===== src/rtl/etmf_pkg.sv =====
// etmf_pkg.sv: shared constants for the missed-frame counter and tx start threshold block
// assumes a 32-bit Avalon-MM slave port, byte addresses, one register per aligned word
//
// Notes on behaviour
// - missed-frame count is 16 bits wide, bits 31..16 read as zero
// - on receive FIFO overflow, discarded frame count is added to the count
// - count saturates at all ones, further discards leave it unchanged
// - reading the count returns it and then clears it to zero
// - writes to the count register are ignored
// - threshold in bytes is four times the threshold field
// - first transmission starts when level exceeds threshold, FIFO full, or frame written
// - threshold zero means store-and-forward, which is the reset value
// - threshold field is bits 10..0, meaningful codes up to the 512-byte one
// - threshold bits 31..11 read zero, software writes only zero there
// - at 10 Mbps, codes one to twelve may fail to transmit
// - at 100 Mbps every threshold code works
// - tx FIFO depth is one bit, 256 or 512 bytes, frozen once traffic started
`default_nettype none

package etmf_pkg;

  // ----------------------------------------
  // register map
  // ----------------------------------------
  localparam int unsigned ADDR_W       = 5;
  localparam logic [4:0]  OFF_MISSED   = 5'h00;
  localparam logic [4:0]  OFF_THRESH   = 5'h04;
  localparam logic [4:0]  OFF_DEPTH    = 5'h08;
  localparam logic [4:0]  OFF_CTRL     = 5'h0C;
  localparam logic [4:0]  OFF_STATUS   = 5'h10;
  localparam logic [4:0]  OFF_IRQ_STS  = 5'h14;
  localparam logic [4:0]  OFF_IRQ_MASK = 5'h18;

  // ----------------------------------------
  // fields and reset values
  // ----------------------------------------
  localparam int unsigned MFC_W        = 16;
  localparam int unsigned THR_W        = 11;
  localparam int unsigned DEPTH_BIT    = 8;
  localparam int unsigned CTRL_TXEN    = 0;
  localparam int unsigned CTRL_SPEED   = 1;
  localparam int unsigned IRQ_W        = 4;
  localparam int unsigned IRQ_DISCARD  = 0;
  localparam int unsigned IRQ_TXSTART  = 1;
  localparam int unsigned IRQ_SATURATE = 2;
  localparam int unsigned IRQ_SLOWTHR  = 3;
  localparam logic [15:0] MFC_RST      = 16'h0000;
  localparam logic [15:0] MFC_MAX      = 16'hFFFF;
  localparam logic [10:0] THR_RST      = 11'h000;
  localparam logic [10:0] THR_MAX      = 11'h080;
  localparam logic [10:0] THR_SLOW_LO  = 11'h001;
  localparam logic [10:0] THR_SLOW_HI  = 11'h00C;
  localparam logic [12:0] DEPTH_SMALL  = 13'h0100;
  localparam logic [12:0] DEPTH_LARGE  = 13'h0200;

  typedef enum logic [1:0] {
    ETMF_TX_IDLE,
    ETMF_TX_WAIT,
    ETMF_TX_SEND
  } etmf_tx_state_t;

endpackage : etmf_pkg

`default_nettype wire


===== src/rtl/etmf_link_edge.sv =====
// etmf_link_edge.sv: finds rising edges of the tx link clock in the mclk domain
// assumes link clock well below mclk/4 (25 MHz at most against 100 MHz)
`default_nettype none

module etmf_link_edge (
  input  wire logic mclk_i,
  input  wire logic reset_n_i,
  input  wire logic link_clk_i,
  output logic      rise_o
);

  typedef struct packed {
    logic [2:0] sh;
    logic       level;
    logic       rise;
  } etmf_edge_t;

  etmf_edge_t st_r;
  etmf_edge_t st_nxt;

  // ----------------------------------------
  // three stages, level moves only when stages two and three agree
  // ----------------------------------------
  always_comb begin
    st_nxt      = st_r;
    st_nxt.sh   = {st_r.sh[1:0], link_clk_i};
    st_nxt.rise = 1'b0;
    if (st_r.sh[1] == st_r.sh[2] && st_r.sh[2] != st_r.level) begin
      st_nxt.level = st_r.sh[2];
      st_nxt.rise  = st_r.sh[2];
    end
  end

  always_ff @(posedge mclk_i) begin
    if (!reset_n_i) begin
      st_r <= '0;
    end else begin
      st_r <= st_nxt;
    end
  end

  assign rise_o = st_r.rise;
endmodule : etmf_link_edge

`default_nettype wire


===== src/rtl/etmf_top.sv =====
// etmf_top.sv: receive missed-frame counter and transmit FIFO start threshold
// assumes the rx FIFO reports overflow with a frame count, the tx FIFO reports its level,
// and the tx engine pulses tx_frame_done_i in the mclk domain at the end of each frame
`default_nettype none

module etmf_top
  import etmf_pkg::*;
(
  input  wire logic              mclk_i,
  input  wire logic              reset_n_i,
  input  wire logic [ADDR_W-1:0] avs_address_i,
  input  wire logic              avs_read_i,
  input  wire logic              avs_write_i,
  input  wire logic [31:0]       avs_writedata_i,
  input  wire logic [3:0]        avs_byteenable_i,
  output logic [31:0]            avs_readdata_o,
  output logic                   avs_waitrequest_o,
  input  wire logic              rx_overflow_i,
  input  wire logic [7:0]        rx_discard_frames_i,
  input  wire logic              rx_active_i,
  input  wire logic [9:0]        tx_fifo_level_i,
  input  wire logic              tx_frame_written_i,
  input  wire logic              tx_frame_done_i,
  input  wire logic              tx_link_clk_i,
  output logic                   tx_en_o,
  output logic                   tx_depth_512_o,
  output logic                   irq_o
);

  typedef struct packed {
    logic              ack;
    logic [31:0]       rdata;
    logic [MFC_W-1:0]  missed_count_field;
    logic [THR_W-1:0]  thr;
    logic              depth_sel;
    logic              started;
    logic              tx_enable;
    logic              speed100;
    logic [IRQ_W-1:0]  irq_sts;
    logic [IRQ_W-1:0]  irq_mask;
    logic              tx_en;
    etmf_tx_state_t    txs;
  } etmf_state_t;

  etmf_state_t st_r;
  etmf_state_t st_nxt;

  logic        link_rise;
  logic [31:0] be_mask;
  logic        rd_cap;
  logic        wr_do;
  logic [12:0] level_b;
  logic [12:0] thr_b;
  logic [12:0] depth_b;
  logic        fifo_full;
  logic        over_thr;
  logic        start_cond;
  logic        slow_hazard;

  // ----------------------------------------
  // link clock edge finder
  // ----------------------------------------
  etmf_link_edge u_link_edge (
    .mclk_i     (mclk_i),
    .reset_n_i  (reset_n_i),
    .link_clk_i (tx_link_clk_i),
    .rise_o     (link_rise)
  );

  // ----------------------------------------
  // bus handshake
  // ----------------------------------------
  // reads are captured on the first cycle so the clear and the snapshot share one edge;
  // writes land on the edge where the master sees waitrequest low
  assign avs_waitrequest_o = (avs_read_i | avs_write_i) & ~st_r.ack;
  assign rd_cap            = avs_read_i & ~st_r.ack;
  assign wr_do             = avs_write_i & st_r.ack;

  for (genvar g = 0; g < 4; g++) begin : g_lane
    assign be_mask[8*g +: 8] = {8{avs_byteenable_i[g]}};
  end

  // ----------------------------------------
  // start decision
  // ----------------------------------------
  assign level_b     = {3'h0, tx_fifo_level_i};
  assign thr_b       = {st_r.thr, 2'b00};
  assign depth_b     = st_r.depth_sel ? DEPTH_LARGE : DEPTH_SMALL;
  assign fifo_full   = level_b >= depth_b;
  // code zero disables the byte compare: store-and-forward
  assign over_thr    = (st_r.thr != THR_RST) && (level_b > thr_b);
  assign start_cond  = over_thr | fifo_full | tx_frame_written_i;
  // slow link with a short threshold can starve the line; flagged, not blocked
  assign slow_hazard = !st_r.speed100 && (st_r.thr >= THR_SLOW_LO)
                       && (st_r.thr <= THR_SLOW_HI);

  // ----------------------------------------
  // next state
  // ----------------------------------------
  always_comb begin
    logic [16:0] sum;
    logic [15:0] base;
    logic [IRQ_W-1:0] set_v;
    sum    = 17'h00000;
    base   = 16'h0000;
    set_v  = {IRQ_W{1'b0}};
    st_nxt = st_r;
    st_nxt.ack = (avs_read_i | avs_write_i) & ~st_r.ack;

    // missed-frame counter
    base = rd_cap && (avs_address_i == OFF_MISSED) ? MFC_RST : st_r.missed_count_field;
    sum  = {1'b0, base} + {9'h000, rx_discard_frames_i};
    if (rx_overflow_i) begin
      st_nxt.missed_count_field = sum[16] ? MFC_MAX : sum[15:0];
      set_v[IRQ_DISCARD] = 1'b1;
      if (sum[16] || sum[15:0] == MFC_MAX) begin
        set_v[IRQ_SATURATE] = 1'b1;
      end
    end else begin
      st_nxt.missed_count_field = base;
    end
    // event sets kept apart so a clearing write in the same cycle cannot eat them
    st_nxt.irq_sts = st_r.irq_sts | set_v;

    // read snapshot, unmapped and reserved bits read zero
    if (rd_cap) begin
      unique case (avs_address_i)
        OFF_MISSED:   st_nxt.rdata = {16'h0000, st_r.missed_count_field};
        OFF_THRESH:   st_nxt.rdata = {21'h000000, st_r.thr};
        OFF_DEPTH:    st_nxt.rdata = {23'h000000, st_r.depth_sel, 8'h00};
        OFF_CTRL:     st_nxt.rdata = {30'h00000000, st_r.speed100, st_r.tx_enable};
        OFF_STATUS:   st_nxt.rdata = {29'h00000000, slow_hazard, st_r.started, st_r.tx_en};
        OFF_IRQ_STS:  st_nxt.rdata = {28'h0000000, st_r.irq_sts};
        OFF_IRQ_MASK: st_nxt.rdata = {28'h0000000, st_r.irq_mask};
        default:      st_nxt.rdata = 32'h00000000;
      endcase
    end

    // writes; the count register has no write path
    if (wr_do) begin
      unique case (avs_address_i)
        OFF_THRESH: begin
          st_nxt.thr = (st_r.thr & ~be_mask[10:0]) | (avs_writedata_i[10:0] & be_mask[10:0]);
        end
        OFF_DEPTH: begin
          if (!st_r.started && be_mask[DEPTH_BIT]) begin
            st_nxt.depth_sel = avs_writedata_i[DEPTH_BIT];
          end
        end
        OFF_CTRL: begin
          if (be_mask[0]) begin
            st_nxt.tx_enable = avs_writedata_i[CTRL_TXEN];
            st_nxt.speed100  = avs_writedata_i[CTRL_SPEED];
          end
        end
        OFF_IRQ_STS: begin
          // hardware sets win over the clear
          st_nxt.irq_sts = st_r.irq_sts
                           & ~(avs_writedata_i[IRQ_W-1:0] & be_mask[IRQ_W-1:0])
                           | set_v;
        end
        OFF_IRQ_MASK: begin
          st_nxt.irq_mask = (st_r.irq_mask & ~be_mask[IRQ_W-1:0])
                            | (avs_writedata_i[IRQ_W-1:0] & be_mask[IRQ_W-1:0]);
        end
        default: begin
        end
      endcase
    end

    if (rx_active_i) begin
      st_nxt.started = 1'b1;
    end

    // transmit start, aligned to a link clock rising edge
    unique case (st_r.txs)
      ETMF_TX_IDLE: begin
        if (st_r.tx_enable && start_cond) begin
          st_nxt.txs = ETMF_TX_WAIT;
        end
      end
      ETMF_TX_WAIT: begin
        if (!st_r.tx_enable) begin
          st_nxt.txs = ETMF_TX_IDLE;
        end else if (link_rise) begin
          st_nxt.txs     = ETMF_TX_SEND;
          st_nxt.tx_en   = 1'b1;
          st_nxt.started = 1'b1;
          st_nxt.irq_sts[IRQ_TXSTART] = 1'b1;
          if (slow_hazard) begin
            st_nxt.irq_sts[IRQ_SLOWTHR] = 1'b1;
          end
        end
      end
      ETMF_TX_SEND: begin
        if (tx_frame_done_i) begin
          st_nxt.txs   = ETMF_TX_IDLE;
          st_nxt.tx_en = 1'b0;
        end
      end
    endcase
  end

  // ----------------------------------------
  // state register
  // ----------------------------------------
  always_ff @(posedge mclk_i) begin
    if (!reset_n_i) begin
      st_r           <= '0;
      st_r.missed_count_field       <= MFC_RST;
      st_r.thr       <= THR_RST;
      st_r.txs       <= ETMF_TX_IDLE;
    end else begin
      st_r <= st_nxt;
    end
  end

  assign avs_readdata_o = st_r.rdata;
  assign tx_en_o        = st_r.tx_en;
  assign tx_depth_512_o = st_r.depth_sel;
  assign irq_o          = |(st_r.irq_sts & st_r.irq_mask);

  logic             mfc_rd;
  logic             irq_sts_txstart;
  logic [THR_W-1:0] wd_thr;
  assign mfc_rd          = rd_cap && (avs_address_i == OFF_MISSED);
  assign irq_sts_txstart = st_r.irq_sts[IRQ_TXSTART];
  assign wd_thr          = avs_writedata_i[THR_W-1:0];
endmodule : etmf_top

`default_nettype wire


===== config.mk =====
export PLATFORM = sky130hd
export DESIGN_NAME = etmf_top
export DESIGN_NICKNAME = d
export VERILOG_FILES = /design/src/rtl/etmf_pkg.sv /design/src/rtl/etmf_link_edge.sv /design/src/rtl/etmf_top.sv
export SDC_FILE = /design/constraint.sdc
export NUM_CORES = 1
export LEC_CHECK = 0
export BUFFER_PORTS_ARGS = -buffer_cell sky130_fd_sc_hd__buf_2
export CORE_UTILIZATION = 35
export CTS_BUF_LIST = sky130_fd_sc_hd__clkbuf_4 sky130_fd_sc_hd__clkbuf_8 sky130_fd_sc_hd__clkbuf_16
export DETAILED_ROUTE_END_ITERATION = 12
export GPL_TIMING_DRIVEN = 0
export PLACE_DENSITY = 0.56
export SKIP_LAST_GASP = 1
export SYNTH_ARGS = -nofsm -noshare
export SYNTH_HDL_FRONTEND = slang
export SYNTH_SLANG_ARGS = --single-unit
export TNS_END_PERCENT = 1

===== constraint.sdc =====
create_clock -name mclk_i -period 4 [get_ports mclk_i]
set_clock_uncertainty 0.15 [all_clocks]
set_input_delay 0.8 -clock mclk_i [delete_from_list [all_inputs] [get_ports mclk_i]]
set_output_delay 0.8 -clock mclk_i [all_outputs]
set_load 0.03 [all_outputs]

==> Word-level counts from Yosys, hierarchy flattened <==
Index checks and enable logic that the tools add are counted.
{ "totals": {"regBits": 80, "latch_bits": 0, "ramBits": 0, "mem_bits_ro": 0, "input_bits": 68, "out_inout_bits": 36, "wordCells": 107, "memories": 0} }
{ "classes": {"n_addsub": 1, "n_mul": 0, "div_mod_pow": 0, "magnitude_cmp": 4, "eq_ne": 16, "n_shift": 0, "muxes": 29, "bitwise": 20, "n_reduce_logical": 22} }
{ "op_table": {"columns": ["operator", "count"], "rows": [
  ["$pmux W16 S7", 1],
  ["$mux W16", 3],
  ["$and A11 B11 Y11", 2],
  ["$add A16 B8 Y17", 1],
  ["$and A4 B4 Y4", 4],
  ["$eq A16 B16 Y1 const B", 1],
  ["$eq A5 B5 Y1 const B", 3],
  ["$mux W1", 15],
  ["$gt A10 B13 Y1", 1],
  ["$ge A11 B1 Y1 const B", 1],
  ["$le A11 B4 Y1 const B", 1],
  ["$not A11 Y11", 1],
  ["$or A11 B11 Y11", 1],
  ["$reduce_bool A11 Y1", 1],
  ["$eq A5 B4 Y1 const B", 2],
  ["$ge A10 B10 Y1", 1],
  ["$mux W10", 1],
  ["$reduce_and A3 Y1", 3],
  ["$mux W4", 2],
  ["$mux W8", 1],
  ["$not A4 Y4", 2],
  ["$or A4 B3 Y4", 2],
  ["$logic_and A1 B1 Y1", 7],
  ["$mux W3", 2],
  ["other kinds (23)", 33]
]} }

==> Logic depth before layout (Yosys ltp) <==
Gate-level depths: netlist (run 1).
{ "depth": {"word_depth": 16, "ltp_mapped": 14} }

==> Modules after synthesis <==
A second synthesis (run 1) with hierarchy kept.
{ "hier_totals": {"cells_unflattened": 489, "hier_area_um2": 4055.1} }
{ "modules_own_cells": {"columns": ["mod", "instances", "cells_per_inst", "area_each_um2", "seq_area_each_um2"], "rows": [
  ["etmf_top", 1, 477, 3906.2, 1181.1],
  ["etmf_link_edge", 1, 12, 148.9, 100.1]
]} }

==> Worst setup path after synthesis (run 1) <==
No wires, ideal clock.
{ "synth_path": {"path_type": "input port to flip-flop", "start": "input port avs_address_i[3]", "end": "register st_r[9] in the netlist's numbering", "setup_time_ps": 122, "arrival_time_ps": 3417, "path_slack_ps": 311, "path_stages": 13, "path_buffers": 2, "path_cell_list": "nor4b_1 > nand2_1 > clkbuf_1 > and2_1 > ha_1 > and3_1 > a221oi_2 > o21a_4 > or3_1 > buf_2 > o21a_1 > o2111ai_1 > o31ai_2"} }
{ "synth_via": {"elab_chain_cells": 11, "elab_cells_between_ends": 13, "cone_classes": "1 x add/sub; 2 x eq/ne; 5 x mux; 2 x bitwise; 3 x reduce/logical"} }
{ "synth_lines": {"columns": ["element", "line_no", "rtl"], "rows": [
  ["start: declaration", "etmf_top.sv:11", "input wire logic [ADDR_W-1:0] avs_address_i,"],
  ["$logic_not A5 Y1", "etmf_top.sv:111", "base = rd_cap && (avs_address_i == OFF_MISSED) ? MFC_RST : st_r.missed_count_field;"],
  ["$logic_and A1 B1 Y1", null, null],
  ["$mux W16", "etmf_top.sv:111", null],
  ["$add A16 B8 Y17", "etmf_top.sv:112", "sum = {1'b0, base} + {9'h000, rx_discard_frames_i};"],
  ["$eq A16 B16 Y1", "etmf_top.sv:116", "if (sum[16] || sum[15:0] == MFC_MAX) begin"],
  ["$logic_or A1 B1 Y1", "etmf_top.sv:116", null],
  ["$mux W1", "etmf_top.sv:116", null],
  ["$mux W1", "etmf_top.sv:113", "if (rx_overflow_i) begin"],
  ["$or A4 B3 Y4 (on tied branches)", "etmf_top.sv:123, etmf_top.sv:160", null],
  ["$mux W4", "etmf_top.sv:141", "unique case (avs_address_i)"],
  ["$mux W8 *", "etmf_top.sv:140", "if (wr_do) begin"],
  ["end signal: assignment", "etmf_top.sv:214", "st_r <= st_nxt;"],
  ["end: declaration", "etmf_top.sv:45", "etmf_state_t st_r;"]
]} }
Every way passes the cells marked *; elsewhere a longest branch is shown, timed or not.
A chain may end at the register's enable or synchronous reset.

==> Worst setup path after layout (run 1) <==
Ends and elaborated chain as after synthesis.

==> results of run 1 <==
## cell usage in the layout (no fill, tap or decap), types with 17 or more instances in the layout
| master | netlist | layout |
|---|---|---|
| nor2_1 | 46 | 46 |
| buf_2 | 4 | 66 |
| inv_1 | 17 | 17 |
| nand2_1 | 46 | 46 |
| a21oi_1 | 39 | 39 |
| ha_1 | 21 | 21 |
| dfxtp_1 | 64 | 64 |
| buf_4 | 32 | 33 |
| mux2i_1 | 17 | 17 |
## repair_timing
action	4_1_cts	5_1_grt
cloned	0	0
gates resized for setup	1	5
setup endpoints to repair	3	14
setup buffers	0	1
pin swaps	0	2
## layout make-up
cell class              instances  area [um2]
clock inverters                 4        53.8
flip-flops and latches         64        1280
clock buffers                  11         151
repair buffers                 63         318
multi-input cells             361        2360
inverters                      18        67.6
plain buffers                  53         325
well taps                     140         175
fillers                      1150        6160
## layer usage
layer,global-route usage [%],up-vias,share of wire (%)
met5,0,-,0
met4,8.41,0,2.0
met3,2.83,18,5.1
met2,30.2,106,45
met1,27.6,1776,48
li1,-,1850,-
## through the flow
stage          power, mW  util, %  TNS (ps)
3_5_place_dp       0.940     41.2     -4430
6_report            1.52     43.4         0
5_1_grt             1.59     43.4     -5.80
4_1_cts             1.52     43.1     -57.5
3_3_place_gp       0.935     41.2     -3570
2_1_floorplan      0.862        -         0
## critical path, delay by kind of cell
family / cells / cell delay [ps]
buffers and inverters: 3 / 540
adder cells (fa/ha/maj): 1 / 410
AND/OR/NAND/NOR: 5 / 1290
AO/OA/AOI/OAI: 5 / 890
## cells by family after synthesis
kind of cell,synth area share (%)
simple gates,23.8
mux,4.60
xor+xnor,2.86
flops,32.5
fa+ha+maj,7.18
other cells,0.0952
compound gates,19.0
buf+inv,9.94
## power groups by stage
stage          registers, mW  clock network, mW  logic [mW]
2_1_floorplan          0.674                  0       0.189
3_3_place_gp           0.680                  0       0.255
3_5_place_dp           0.680                  0       0.260
4_1_cts                0.666              0.595       0.262
5_1_grt                0.667              0.625       0.299
6_report               0.666              0.584       0.271
## how the worst max path moves through the flow
stage                     startpoint  slack, ps  depth (start not counted)       end
global placement    avs_address_i[2]       -380                         14  st_r[38]
detailed placement  avs_address_i[3]       -430                         14  st_r[38]
CTS                 avs_address_i[3]        -60                         13   st_r[9]
global route        avs_address_i[3]         -6                         14   st_r[9]
finish              avs_address_i[3]        160                         14   st_r[9]
floorplan           avs_address_i[3]        310                         13   st_r[9]
==> impl_metrics.py, run 1 <==
metrics = {
    "outcome": {
        "status": "complete, no violations",
    },
    "logic_synthesis": {
        "synth_most_common_cell": "dfxtp_1",
        "synth_top_area_share_pct": 32.5,
        "ys_warn_count": 0,
        "syn_area_per_cell_um2": 8.19,
        "synth.cell_area_um2": 3940,
        "synthArstFlopShare_pct": 0,
        "synth_seq_cells": 64,
        "ys.flop_type": "dfxtp_1",
        "synth_top_cell_by_area": "dfxtp_1",
        "synth_edf_count": 0,
        "syn_inst": 481,
        "synthTopCellsByArea": "dfxtp_1 (33%), ha_1 (6.7%), buf_4 (6.1%)",
        "yosys-top-cells-count": "dfxtp_1 (64), nand2_1 (46), nor2_1 (46)",
        "synth.distinct_cells": 64,
        "seq_area_frac_synth_pct": 32.5,
    },
    "clock_tree": {
        "path_clk_slew_ps": 80,
        "cts.hold.buffers_added": 0,
        "clock_path_buffers": 2,
        "cts.sinks": 64,
        "cts_tree": "done",
        "cts_made_buffers": 9,
        "cts-root-buf": "clkbuf_8",
        "clk-insertion-delay-late_ps": 350,
        "htreeDepth": 3,
    },
    "finish": {
        "diodes": 0,
        "final_cells": 714,
        "area_delta_synth_final_pct": 20.1,
        "nets": 660,
        "drive_gt1_share_pct": 22.5,
        "final_area_um2": 4730,
    },
    "sta": {
        "finalWorstSetupSlack_ps": 161,
        "hold_ws_ps": 300,
        "final_hold_viol_count": 0,
        "rsz0062_at_grt": "true",
        "tightest_slew_ps": 657,
        "max_freq_ghz": 0.260,
        "finalCritPeriodShare_pct": 96.0,
        "fin_crit_ps": 3840,
        "slew_headroom_pct": 55.8,
        "drv_slew": 0,
        "setup_viol": 0,
    },
    "placed_design": {
        "dp_cells": 698,
        "place_area_um2": 4480,
        "gp_congestion": 0.893,
        "dpl.hpwl_mm": 8.50,
        "io_buffers": 62,
        "post-place-ws_ps": -431,
    },
    "setup_path": {
        "critical_path_class": "in -> reg",
        "r2r_cells": 13,
        "r2r-start": "st_r[74]",
        "critPathMaxStageDelay_ps": 410,
        "reg2reg_slack_ps": 390,
        "crit_required_ps": 4090,
        "cp_common_cell": "buf_2",
        "critPathSlowestCell": "ha_1",
        "timing.rr.end": "st_r[9]",
        "crit_chain": "buf_2 -> nor4b_2 -> nand2_1 -> clkbuf_2 -> and2_1 -> ha_1 -> and3_1 -> a221oi_4 -> o21a_4 -> or3_1 -> buf_2 -> o21a_1 -> o2111ai_1 -> o31ai_2",
        "end_kind": "flip-flop",
        "path_max_fanout": 10,
        "critPathLaunchType": "input port",
        "cp.arrival_ps": 3930,
    },
    "grt": {
        "grt_max_degree": 12,
        "globalRouteTotalUtil_pct": 19.8,
        "antenna_found_initial": 0,
        "grt_pass1_vias": 3568,
        "grt_pass1_wl_mm": 17.9,
        "overflow": 0,
    },
    "flow_run": {
        "maxCapViolations": 0,
    },
    "pwr": {
        "p_clk_share_pct": 38.4,
        "power_frac_comb_pct": 17.8,
        "leakagePower_nw": 1.92,
        "swShare_pct": 29.2,
        "peakVddDrop_v": 0.000121,
        "power.density_nw_per_um2": 322,
        "p_switching_uw": 444,
        "seq_power_share_pct": 43.8,
        "internal_power_mw": 1.08,
    },
    "drt": {
        "dr.pass1.iters": 5,
        "vias_per_cell": 5.25,
        "drt_iter0_markers": 245,
        "wl_per_cell_um": 15.4,
        "final_antenna_net_count": 0,
        "wl_mm": 11.0,
        "num_vias": 3750,
        "drc_errors": 0,
    },
    "hold_path": {
        "min_to": "u_link_edge.st_nxt[4]",
        "min_from": "u_link_edge.st_nxt[3]",
        "whs_path_depth": 1,
        "hold_path_class": "reg -> reg",
    },
    "floorplanning": {
        "io_pins": 104,
        "die_x_um": 108,
        "start_util_pct": 36.2,
        "row_count": 38,
        "die_h_um": 108,
        "core_um2": 10900,
        "dieArea_um2": 11700,
    },
}
No activity file was read; power rests on OpenSTA's default activity.
==> run 2, diff against run 1 <==
--- a/config.mk
+++ b/config.mk
@@ -5,6 +5,8 @@
 export SDC_FILE = /design/constraint.sdc
 export NUM_CORES = 1
 export LEC_CHECK = 0
+export ABC_AREA = 1
+export ABC_CLOCK_PERIOD_IN_PS = 4000
 export BUFFER_PORTS_ARGS = -buffer_cell sky130_fd_sc_hd__buf_2
 export CORE_UTILIZATION = 35
 export CTS_BUF_LIST = sky130_fd_sc_hd__clkbuf_4 sky130_fd_sc_hd__clkbuf_8 sky130_fd_sc_hd__clkbuf_16
==> impl_metrics.py, run 2 <==
metrics = {
    "placed_design": {
        "place_area_um2": 4630,
        "post-place-ws_ps": -143,
        "gp_congestion": 0.974,
        "dpl.hpwl_mm": 8.94,
        "io_buffers": 63,
    },
    "pwr": {
        "power.density_nw_per_um2": 362,
        "leakagePower_nw": 2.34,
        "peakVddDrop_v": 0.000194,
    },
    "clock_tree": {
        "htreeDepth": 3,
        "cts_made_buffers": 9,
        "cts-root-buf": "clkbuf_16",
        "clock_path_buffers": 2,
        "cts_tree": "done",
        "ctsResizeCount": 0,
        "path_clk_slew_ps": 50,
        "cts.sinks": 64,
        "clk-insertion-delay-late_ps": 330,
    },
    "finish": {
        "fin_util_pct": 43.5,
        "diodes": 0,
        "final_cell_mix": "nand2_1 (117), inv_1 (86), buf_2 (64), dfxtp_1 (64), nor2_1 (52)",
        "final_area_um2": 4940,
        "nets": 760,
        "drive_gt1_share_pct": 20.0,
        "area_delta_synth_final_pct": 21.2,
        "final_common_cell": "nand2_1",
    },
    "logic_synthesis": {
        "synthTopCellsByArea": "dfxtp_1 (31%), nand2_1 (11%), inv_1 (7.9%)",
        "synth_top_area_share_pct": 31.4,
        "synth.cell_area_um2": 4080,
        "synth_top_cell_by_area": "dfxtp_1",
        "ys.flop_type": "dfxtp_1",
        "synth_edf_count": 0,
        "yosys-top-cells-count": "nand2_1 (117), inv_1 (86), dfxtp_1 (64)",
        "synth_most_common_cell": "nand2_1",
        "syn_area_per_cell_um2": 7.00,
        "syn_inst": 582,
        "synthArstFlopShare_pct": 0,
        "synth.distinct_cells": 47,
        "ys_warn_count": 0,
        "seq_area_frac_synth_pct": 31.4,
        "synth_seq_cells": 64,
    },
    "setup_path": {
        "critPathMaxStageDelay_ps": 420,
        "r2r-start": "st_r[74]",
        "cp_common_cell": "nand2_1",
        "critPathLaunchType": "input port",
        "crit_chain": "buf_2 -> nor2_2 -> nand3_4 -> nor2_8 -> nor2_1 -> ha_1 -> fa_1 -> nand3_1 -> nand2_1 -> nand2_1 -> nand2_1 -> xor2_1 -> nand3_1 -> nor2_1 -> nand2_1 -> nor2_1 -> nand2_1 -> nand2_1 -> nand2_1 -> a21oi_2",
        "critical_path_class": "in -> reg",
        "cp-startpoint": "avs_address_i[1]",
        "crit_family": "simple AND/OR/NAND/NOR gates",
        "cp_num_buf_inv": 1,
        "crit_required_ps": 4110,
        "cp.arrival_ps": 3760,
        "path_max_fanout": 17,
        "critPathSlowestCell": "fa_1",
        "end_kind": "flip-flop",
    },
    "flow_run": {
        "maxCapViolations": 0,
    },
    "floorplanning": {
        "row_count": 39,
        "die_h_um": 110,
        "io_pins": 104,
        "core_um2": 11400,
        "start_util_pct": 35.9,
        "die_x_um": 110,
        "dieArea_um2": 12100,
    },
    "sta": {
        "finalCritPeriodShare_pct": 91.3,
        "slew_headroom_pct": 56.1,
        "tightest_slew_ps": 659,
        "rsz0062_at_grt": "false",
        "finalWorstSetupSlack_ps": 349,
        "final_hold_viol_count": 0,
        "max_freq_ghz": 0.274,
        "fin_crit_ps": 3650,
        "setup_viol": 0,
        "drv_slew": 0,
    },
    "drt": {
        "drc_errors": 0,
        "wl_mm": 11.1,
        "final_antenna_net_count": 0,
        "drt_iter0_markers": 178,
        "num_vias": 4018,
        "wl_per_cell_um": 13.6,
        "dr.pass1.iters": 5,
        "vias_per_cell": 4.91,
    },
    "hold_path": {
        "hold_path_class": "reg -> reg",
        "min_from": "u_link_edge.st_r[1]",
    },
    "grt": {
        "grt_max_degree": 12,
        "grt_pass1_vias": 3741,
        "overflow": 0,
        "grt_pass1_wl_mm": 17.9,
        "globalRouteTotalUtil_pct": 19.6,
        "antenna_found_initial": 0,
    },
    "outcome": {
        "status": "complete, no violations",
    },
}
==> run 2: what timing repair did <==
action	in CTS	in global routing
setup buffers	0	0
hold buffers	0	0
endpoints found under the hold margin	0	0
setup endpoints to repair	0	4
==> run 2: cell families after synthesis <==
group | synth area share, %
AND/OR/NAND/NOR | 27.8
buffers and inverters | 15.5
AO/OA/AOI/OAI | 16.6
flip-flops | 31.4
adder cells (fa/ha/maj) | 6.94
XOR/XNOR | 1.66
other | 0.0920
==> run 2: cell type report <==
cell class,count,area (um2)
Buffer,45,298
Fill cell,1194,6430
Multi-Input combinational cell,400,2220
Sequential cell,64,1280
Clock inverter,4,51.3
Clock buffer,12,267
Timing Repair Buffer,63,315
Tap cell,143,179
Inverter,87,329
==> run 2: path summary, 6_finish.rpt <==
kind	end	slack [ps]	cells past startpoint
min	u_link_edge.rise_o	270	1
max	st_r[9]	350	20
min reg2reg	u_link_edge.rise_o	270	1
max reg2reg	st_r[9]	690	19
==> run 2: through the flow <==
step | power [mW] | hold WS, ps | setup TNS [ps] | instances
after floorplan | 0.901 | 240 | 0 | 597
after global placement | 0.977 | 258 | -197 | 803
after detailed placement | 0.983 | 257 | -293 | 803
after CTS | 1.80 | 267 | 0 | 819
after global routing | 1.88 | 278 | 0 | 818
final | 1.79 | 270 | 0 | 818
==> run 2: where the power goes <==
group | total [mW] | switching [mW] | internal, mW
Combinational | 0.298 | 0.191 | 0.107
Clock | 0.818 | 0.285 | 0.533
Sequential | 0.673 | 0.0153 | 0.658
==> run 2: per-layer routing <==
layer | track usage, % | up-vias | wire (um)
li1 | - | 2055 | -
met1 | 24.3 | 1842 | 5240
met2 | 33.4 | 105 | 5150
met3 | 3.44 | 16 | 530
met4 | 7.71 | 0 | 221
met5 | 0 | - | 0
==> run 2: worst reg2reg max path, stage by stage, from the launching register on <==
cell	delay, ps
dfxtp_1	390
nor2_4	220
inv_4	100
nor2_8	310
nor2_1	110
ha_1	240
fa_1	420
nand3_1	120
nand2_1	140
nand2_1	100
nand2_1	60
xor2_1	180
nand3_1	110
nor2_1	100
nand2_1	70
nor2_1	90
nand2_1	60
nand2_1	70
nand2_1	90
a21oi_2	110
